$ cat src/rtl/omsel_pkg.sv
// Purpose: shared constants and types for the one-of-n mode selector
// Assumes: 100 MHz clock; discrepancy time counted in 10 ms steps
// Notes: step count is derived from the clock rate
package omsel_pkg;
    localparam int OMSEL_CLK_HZ = 100_000_000;
    localparam int OMSEL_STEP_MS = 10;
    localparam int OMSEL_STEP_CYCLES = OMSEL_CLK_HZ / 1000 * OMSEL_STEP_MS;
    localparam int OMSEL_MAX_TIME_MS = 10_000;
    localparam int OMSEL_MAX_STEPS = OMSEL_MAX_TIME_MS / OMSEL_STEP_MS;
    localparam int OMSEL_STEP_W = $clog2(OMSEL_MAX_STEPS + 1);
    localparam int OMSEL_MIN_N = 2;
    localparam int OMSEL_MAX_N = 8;

    typedef enum logic [1:0] {
        OMSEL_ST_START,
        OMSEL_ST_VALID,
        OMSEL_ST_WAIT,
        OMSEL_ST_FAULT
    } omsel_state_t;

    typedef struct packed {
        logic [OMSEL_STEP_W-1:0] disc_steps;
        logic [OMSEL_MAX_N-1:0] err_pattern;
        logic use_fault;
    } omsel_cfg_t;
endpackage : omsel_pkg

$ cat src/rtl/omsel_sync.sv
// Purpose: two flip-flop synchroniser for a bus of pin levels
// Assumes: inputs are asynchronous to i_mclk
// Notes: first stage feeds only the second stage
`timescale 1ns/1ps
`default_nettype none
module omsel_sync #(
    parameter int WIDTH = 8
) (
    input wire logic i_mclk,
    input wire logic i_reset,
    input wire logic i_ce,
    input wire logic [WIDTH-1:0] i_async,
    output logic [WIDTH-1:0] o_sync
);
    logic [WIDTH-1:0] meta_ff;
    logic [WIDTH-1:0] sync_ff;

    always_ff @(posedge i_mclk or posedge i_reset) begin
        if (i_reset) begin
            meta_ff <= '0;
            sync_ff <= '0;
        end else if (i_ce) begin
            meta_ff <= i_async;
            sync_ff <= meta_ff;
        end
    end

    assign o_sync = sync_ff;
endmodule : omsel_sync
`default_nettype wire

$ cat src/rtl/omsel_top.sv
// Purpose: one-of-n mode selector with discrepancy timer and error pattern
// Assumes: i_run high means run; leaving run acts as a restart
// Notes: evaluation is every enabled clock cycle
//
// Contract
// - one high input drives matching output only
// - two to eight inputs and outputs
// - invalid inputs hold last output during timeout
// - timeout expiry raises fault, applies pattern
// - shorter or equal invalid no fault, longer faults
// - invalid on first run cycle faults immediately
// - discrepancy time zero to ten seconds, 10 ms
// - error pattern mask drives outputs during fault
`timescale 1ns/1ps
`default_nettype none
module omsel_top
    import omsel_pkg::*;
#(
    parameter int N = 8,
    parameter int STEP_CYCLES = OMSEL_STEP_CYCLES
) (
    input wire logic i_mclk,
    input wire logic i_reset,
    input wire logic i_ce,
    input wire logic i_run,
    input wire logic [N-1:0] i_sel,
    input wire omsel_cfg_t i_cfg,
    output logic [N-1:0] o_sel,
    output logic o_fault
);
    // ------------------------------------------------------------
    // elaboration check
    // ------------------------------------------------------------
    if (N < OMSEL_MIN_N || N > OMSEL_MAX_N) begin : g_bad_n
        // stop elaboration: input count outside two to eight
        $error("omsel_top: N out of range");
    end

    localparam int PRE_W = $clog2(STEP_CYCLES + 1);
    localparam logic [PRE_W-1:0] PRE_LAST = PRE_W'(STEP_CYCLES - 1);

    // ------------------------------------------------------------
    // input synchronisation
    // ------------------------------------------------------------
    logic [N-1:0] sel_s;
    logic [0:0] run_s;

    omsel_sync #(.WIDTH(N)) u_sync_sel (
        .i_mclk(i_mclk),
        .i_reset(i_reset),
        .i_ce(i_ce),
        .i_async(i_sel),
        .o_sync(sel_s)
    );

    omsel_sync #(.WIDTH(1)) u_sync_run (
        .i_mclk(i_mclk),
        .i_reset(i_reset),
        .i_ce(i_ce),
        .i_async(i_run),
        .o_sync(run_s)
    );

    // ------------------------------------------------------------
    // decode
    // ------------------------------------------------------------
    logic valid;
    logic [N-1:0] pattern;
    logic [OMSEL_STEP_W-1:0] limit;

    // exactly one bit set: nonzero and no other bit
    assign valid = (sel_s != '0) && ((sel_s & (sel_s - N'(1))) == '0);
    assign pattern = i_cfg.err_pattern[N-1:0];
    // clamp so an out-of-range setting cannot exceed ten seconds
    assign limit = (i_cfg.disc_steps > OMSEL_STEP_W'(OMSEL_MAX_STEPS)) ?
                   OMSEL_STEP_W'(OMSEL_MAX_STEPS) : i_cfg.disc_steps;

    // ------------------------------------------------------------
    // state and timer
    // ------------------------------------------------------------
    omsel_state_t state_ff;
    omsel_state_t nxt_state;
    logic [PRE_W-1:0] pre_ff;
    logic [OMSEL_STEP_W-1:0] steps_ff;
    logic step_tick;
    logic expired;

    assign step_tick = (pre_ff == PRE_LAST);
    // elapsed step count reaching the limit means equal time has passed
    assign expired = (steps_ff >= limit);

    always_comb begin
        nxt_state = state_ff;
        case (state_ff)
            OMSEL_ST_START: begin
                nxt_state = valid ? OMSEL_ST_VALID : OMSEL_ST_FAULT;
            end
            OMSEL_ST_VALID: begin
                if (!valid) begin
                    // zero discrepancy time faults on first invalid cycle
                    nxt_state = (limit == '0) ? OMSEL_ST_FAULT : OMSEL_ST_WAIT;
                end
            end
            OMSEL_ST_WAIT: begin
                if (valid) begin
                    nxt_state = OMSEL_ST_VALID;
                end else if (expired) begin
                    nxt_state = OMSEL_ST_FAULT;
                end
            end
            OMSEL_ST_FAULT: begin
                if (valid) begin
                    nxt_state = OMSEL_ST_VALID;
                end
            end
            default: begin
                nxt_state = OMSEL_ST_START;
            end
        endcase
    end

    always_ff @(posedge i_mclk or posedge i_reset) begin
        if (i_reset) begin
            state_ff <= OMSEL_ST_START;
        end else if (i_ce) begin
            // stop state forces a fresh first-cycle check on next run
            state_ff <= run_s[0] ? nxt_state : OMSEL_ST_START;
        end
    end

    // timer: prescaler to 10 ms steps, counting only while waiting
    always_ff @(posedge i_mclk or posedge i_reset) begin
        if (i_reset) begin
            pre_ff <= '0;
            steps_ff <= '0;
        end else if (i_ce) begin
            if (state_ff != OMSEL_ST_WAIT || nxt_state != OMSEL_ST_WAIT) begin
                pre_ff <= '0;
                // entering wait clears the count; the first invalid cycle is not counted
                steps_ff <= '0;
            end else if (step_tick) begin
                pre_ff <= '0;
                steps_ff <= steps_ff + OMSEL_STEP_W'(1);
            end else begin
                pre_ff <= pre_ff + PRE_W'(1);
            end
        end
    end

    // ------------------------------------------------------------
    // outputs
    // ------------------------------------------------------------
    logic [N-1:0] out_ff;
    logic fault_ff;

    always_ff @(posedge i_mclk or posedge i_reset) begin
        if (i_reset) begin
            out_ff <= '0;
        end else if (i_ce) begin
            if (!run_s[0]) begin
                out_ff <= '0;
            end else if (nxt_state == OMSEL_ST_VALID) begin
                out_ff <= sel_s;
            end else if (nxt_state == OMSEL_ST_FAULT) begin
                out_ff <= pattern;
            end
            // wait state: last valid output is simply held
        end
    end

    always_ff @(posedge i_mclk or posedge i_reset) begin
        if (i_reset) begin
            fault_ff <= 1'b0;
        end else if (i_ce) begin
            fault_ff <= run_s[0] && (nxt_state == OMSEL_ST_FAULT);
        end
    end

    assign o_sel = out_ff;
    // fault output reads low when the option is not in use
    assign o_fault = fault_ff & i_cfg.use_fault;
endmodule : omsel_top
`default_nettype wire

$ cat config.mk
export PLATFORM = sky130hd
export DESIGN_NAME = omsel_top
export DESIGN_NICKNAME = d
export VERILOG_FILES = /design/src/rtl/omsel_pkg.sv /design/src/rtl/omsel_sync.sv /design/src/rtl/omsel_top.sv
export SDC_FILE = /design/constraint.sdc
export NUM_CORES = 1
export LEC_CHECK = 0
export BUFFER_PORTS_ARGS = -buffer_cell sky130_fd_sc_hd__buf_2
export CAP_MARGIN = 25
export CORE_AREA = 2 2 83 85
export CTS_CLUSTER_DIAMETER = 40
export DETAILED_ROUTE_END_ITERATION = 12
export DIE_AREA = 0 0 85 87
export PLACE_DENSITY = 0.69
export SYNTH_ARGS = -nofsm -noshare
export SYNTH_HDL_FRONTEND = slang
export SYNTH_SLANG_ARGS = --single-unit
$ cat constraint.sdc
create_clock -name i_mclk -period 6.5 [get_ports i_mclk]
set_input_delay 1.3 -clock i_mclk [delete_from_list [all_inputs] [get_ports i_mclk]]
set_output_delay 1.3 -clock i_mclk [all_outputs]
set_load 0.05 [all_outputs]
* Word level (Yosys, flattened, before mapping)
Index checks and enable logic that the tools add are counted.
Operators by class: add/sub/neg operators 3, multipliers 0, divide/modulo/power cells 0, $lt $le $gt $ge 2, equality and inequality tests 9, shift-type cells 0, muxes and demuxes 16, bitwise operators 2, reduce and logical (&&, ||, !) cells 10
Operators with widths (number):
- $mux 20 | 2
- $mux 10 | 3
- $mux 8 | 3
- $add 20x1->20 const B | 1
- $eq 20x20->1 const B | 1
- $mux 2 | 6
- $add 10x1->10 const B | 1
- $ge 10x10->1 | 1
- $gt 10x10->1 const B | 1
- $logic_not 10->1 | 1
- $and 8x8->8 | 1
- $logic_not 8->1 | 1
- $pmux 2 s4 | 1
- $reduce_bool 8->1 | 1
- $sub 8x1->8 const B | 1
- $eq 2x2->1 const B | 3
- $eq 2x1->1 const B | 2
- $ne 2x2->1 const B | 2
- $reduce_and 2->1 | 2
- $ne 3x3->1 const B | 1
- $logic_and 1x1->1 | 2
- $logic_not 2->1 | 1
- $reduce_bool 2->1 | 1
- $and 1x1->1 | 1
- 2 further kinds | 2
Storage, ports and cells: register bits after elaboration 59, latch bits 0, RAM bits 0, bits in read-only memories 0, input port bits 31, output and inout bits 9, word-level logic and storage cells 51, memories kept 0

* Logic depth before layout (Yosys ltp)
depth after elaboration 10, depth in mapped cells 14, depth with buffers taken out 13

* Hierarchy
A second synthesis with hierarchy kept.
Unflattened totals: cells, all modules 321, area total of the unflattened synthesis 3323.2 µm²
Modules (own cells, without submodules):
- omsel_top | times used 1, cells each 281, area an instance 2593.7 µm², sequential area each 1026.0 µm²
- omsel_sync at u_sync_sel | times used 1, cells each 35, area an instance 653.1 µm², sequential area each 400.4 µm²
- omsel_sync at u_sync_run | times used 1, cells each 5, area an instance 76.3 µm², sequential area each 50.0 µm²

* Worst setup path after synthesis
Ideal clock, no wire load.
path type input port to flip-flop, from input port i_cfg[17] (netlist bit), to register steps_ff[8], setup time 119 ps, arrival time 3812 ps, data required time 6381 ps, path slack 2569 ps, stages on the path 13, buffers on the path 0, path through inv_1 > nor3_1 > nand3_1 > a211o_1 > and2_1 > ha_1 > nand2b_1 > a211oi_1 > o31a_1 > or4bb_2 > o21ai_0 > xnor2_1 > and2_1
On the way: longest elaborated chain between the ends 10, elaborated cells between the ends (all ways) 14, classes of those cells order compare (2); eq/ne (1); mux (7); reduce/logical (4)
Ends and longest elaborated chain:
- start, declared | line omsel_top.sv:27 | input wire omsel_cfg_t i_cfg,
- $gt 10x10->1 | line omsel_top.sv:75 | assign limit = (i_cfg.disc_steps > OMSEL_STEP_W'(OMSEL_MAX_STEPS)) ?
- $mux 10 (*) | line omsel_top.sv:75
- $ge 10x10->1 / $logic_not 10->1 (equally long branches) | line omsel_top.sv:90, omsel_top.sv:101
- $mux 2 / $mux 1 (equally long branches) | line omsel_top.sv:107, omsel_top.sv:101
- $mux 2, on equally long branches | line omsel_top.sv:105, omsel_top.sv:99
- $pmux 2 s4 (*) | line omsel_top.sv:94 | case (state_ff)
- $ne 2x2->1 (*) | line omsel_top.sv:137 | if (state_ff != OMSEL_ST_WAIT || nxt_state != OMSEL_ST_WAIT) begin
- $logic_or 1x1->1 (*) | line omsel_top.sv:137
- $reduce_bool 2->1 (no source line)
- $reduce_and 2->1 (no source line)
- end signal, assigned | line omsel_top.sv:143 | steps_ff <= steps_ff + OMSEL_STEP_W'(1);
- end, declared | line omsel_top.sv:84 | logic [OMSEL_STEP_W-1:0] steps_ff;
Mark *: on every way between the ends. The rest lies on a longest branch, timed or not. A chain may end at the register's enable or synchronous reset.

* Worst setup path in the final report
from input port i_cfg[17] (netlist bit), to register steps_ff[7]
The elaborated chain is that of the path after synthesis.

==> impl_metrics.ini <==
[critical_path]
critPathBufInv = 2
reg2reg_from = u_sync_sel.o_sync[1]
critPathArrivalTime_ns = 4.24
cp_common_cell = nand2_1
path_cells = buf_2, inv_1, nor3_1, nand3_1, a211o_1, and2_1, ha_1, nand2b_1, a211oi_1, o31a_1, nand2_1, o21ai_1, or4b_1, nand2_1
slowest_delay_ns = 0.55
start_kind = input port
r2r_cells = 7
critical_path.max_fanout = 11
cp_slowest_cell = o21ai_1
reg2reg_setup_slack_ns = 3.73
r2r-end = steps_ff[7]
cp.required_ns = 6.78
path_class = in2reg
cp-end-kind = flop
critPathTopFamily = compound AO/OA/AOI/OAI gates

[floorplanning]
ios = 40
initial_core_util = 0.484
fp.dieW_um = 85
die_y_um = 87
coreArea_mm2 = 0.00657
placementRows = 30
dieArea_mm2 = 0.00740

[cells_and_area]
fin_nets = 394
syn_to_final_growth_pct = 16.6
final_cell_count_no_fill = 436
fin_util = 0.564
n_antenna_cell = 0
drive_gt1_frac = 0.250
finish.instance_area_mm2 = 0.00371

[cts]
path_clk_slew_ns = 0.08
ctsHoldBuffers = 0
cts_setup_buffers = 0
clock_latency_ns = 0.34
cts-buffers-inserted = 9
cts_resized = 0
cts.sinks = 59
cts_tree = yes
cts_max_level = 3
ctsLongestPathBuffers = 2
cts_root_buf = clkbuf_8

[grt]
first_global_vias = 2394
grt_overflow = 0
gr-usage-all-layers = 0.195
antenna_found_initial = 0
grt_first_pass_wirelength_mm = 11.4
grt_max_degree = 60

[synth]
synth_top_area_frac = 0.464
ys_types = 50
ys_ff_latch = 59
async_flop_share = 1.00
synth.area.mux_share = 0.0984
syn_inst = 307
synth_area_per_cell_um2 = 10.4
ys_top_cells_by_count = dfrtp_1, nand2_1, nor2_1
synth_fa_ha_area_frac = 0.0504
synth_area_leaders = dfrtp_1, mux2_2, ha_1
ys_seq_area_frac = 0.464
ys_warn_count = 0
synth_top_area_cell = dfrtp_1
synth.most_common_cell = dfrtp_1
synth-compound-area-share = 0.110
synth-xor-area-share = 0.0441
synth-simple-area-share = 0.203
syn-num-nets = 350
synth_top_family_by_area = simple AND/OR/NAND/NOR gates
synth-edff-count = 0
synth_flop_cell = dfrtp_1
synth_area_mm2 = 0.00318

[pwr]
powerDensity_mw_per_mm2 = 276
p_total_mw = 1.02
clkPwrFrac = 0.412
internal_power_mw = 0.726
power.leakage_nw = 1.70
p_seq_frac = 0.419
comb_power_share = 0.169
vdd_drop_max_mv = 0.161
power.switching_mw = 0.296
switching_share = 0.290

[timing]
hold_violations = 0
fin_hold_ws_ns = 0.501
fmax_ghz = 0.252
period_share = 0.610
finClkSkew_ns = 0.0123
setup_tns_ns = 0
tightest_slew_ns = 0.747
maxSlewViolCount = 0
finalSetupViolations = 0
relSlewSlack = 0.502
rsz0062_at_grt = false
setup_ws_ns = 2.53
min_period_ns = 3.97

[routing]
vias = 2439
routed_wirelength_mm = 6.63
postRouteAntennaNets = 0
drtIter0Drc = 133
via_per_inst = 5.59
wl_per_cell_um = 15.2
drtPass1Iterations = 4
drc = 0

[worst_hold_path]
hold_depth = 1
holdCritPathClass = reg2reg
min-delay-start = o_sel[6]
min_to = o_sel[6]

[placement]
place.gp.congestion = 0.834
dp_cells = 420
hpwl_mm = 4.66
placed_area_mm2 = 0.00346
place_worst_setup_slack_ns = 2.21
port_buffers = 39

[run_status]
outcome = completed

[flow_run]
max_cap_viol_count = 0
worst register-to-register path, cell delays in order (launching register included):
cell     delay, ns
dfrtp_1       0.43
or4_4         0.58
nor3_4        0.16
nor4b_2       0.08
o31a_4        0.33
o21ai_1       0.56
or4b_1        0.49
nand2_1       0.09
cells in the final DEF (no fill, tap or decap), types with 3 or more instances in the layout:
master     Yosys  layout
dfrtp_1       59      59
buf_2          2      39
nand2_1       29      29
nor2_1        27      27
mux2_2        18      18
inv_1         15      14
ha_1          12      12
nand3_1       11      11
o21ai_0       11      11
mux2i_1       11      11
o2bb2ai_1     11      11
clkbuf_8       0      10
nand4_1        9       9
xor2_1         9       9
a21oi_1        8       8
nor3_1         8       8
xnor2_1        7       7
nand2b_1       6       6
nor4_1         5       5
and2_1         4       4
bufinv_16      0       3
buf_4          1       3
layer usage:
layer | track usage | vias up | wire length [µm] | share of wire
met1 | 0.272 | 1195 | 3190 | 0.48
met5 | 0 | - | 0 | 0
met3 | 0.0455 | 7 | 269 | 0.041
met2 | 0.290 | 45 | 3100 | 0.47
met4 | 0.0837 | 0 | 70 | 0.011
li1 | - | 1192 | - | -
cells by family (layout without fill, tap and decap cells):
kind of cell | after synthesis | count (layout)
XOR/XNOR | 16 | 16
AND/OR/NAND/NOR | 118 | 118
buffers and inverters | 24 | 73
adder cells (fa/ha/maj) | 13 | 13
multiplexers | 29 | 29
AO/OA/AOI/OAI | 48 | 48
flip-flops | 59 | 59
final cells by class:
type,instances,area [µm²]
flip-flops and latches,59,1480
fillers,580,2860
clock buffers,10,138
clock inverters,6,113
multi-input cells,224,1610
inverters,15,56.3
well taps,80,100
repair buffers,42,218
how the worst max path moves through the flow:
stage                          from     endpoint  slack [ns]  cells after the start
after floorplan           i_cfg[17]  steps_ff[8]        2.57                     13
after global placement    i_cfg[17]  steps_ff[7]        2.30                     14
after detailed placement  i_cfg[17]  steps_ff[7]        2.21                     14
after CTS                 i_cfg[17]  steps_ff[7]        2.54                     14
after global routing      i_cfg[13]  steps_ff[7]        2.22                     12
final                     i_cfg[17]  steps_ff[7]        2.53                     14
state kept, by name, indices dropped and copies added (netlist names):
name                count
u_sync_sel.o_sync       8
u_sync_run.o_sync       1
fault_ff                1
u_sync_run.meta_ff      1
o_sel                   8
steps_ff               10
state_ff                2
pre_ff                 20
u_sync_sel.meta_ff      8
power by group through the flow:
| stage | clock [mW] | combinational (mW) | sequential (mW) |
|---|---|---|---|
| global placement | 0 | 0.171 | 0.433 |
| CTS | 0.429 | 0.174 | 0.428 |
| detailed placement | 0 | 0.174 | 0.435 |
| global route | 0.449 | 0.190 | 0.433 |
| floorplan | 0 | 0.0932 | 0.464 |
| finish | 0.421 | 0.173 | 0.429 |
Note: power is estimated with default switching activity, not from simulation.
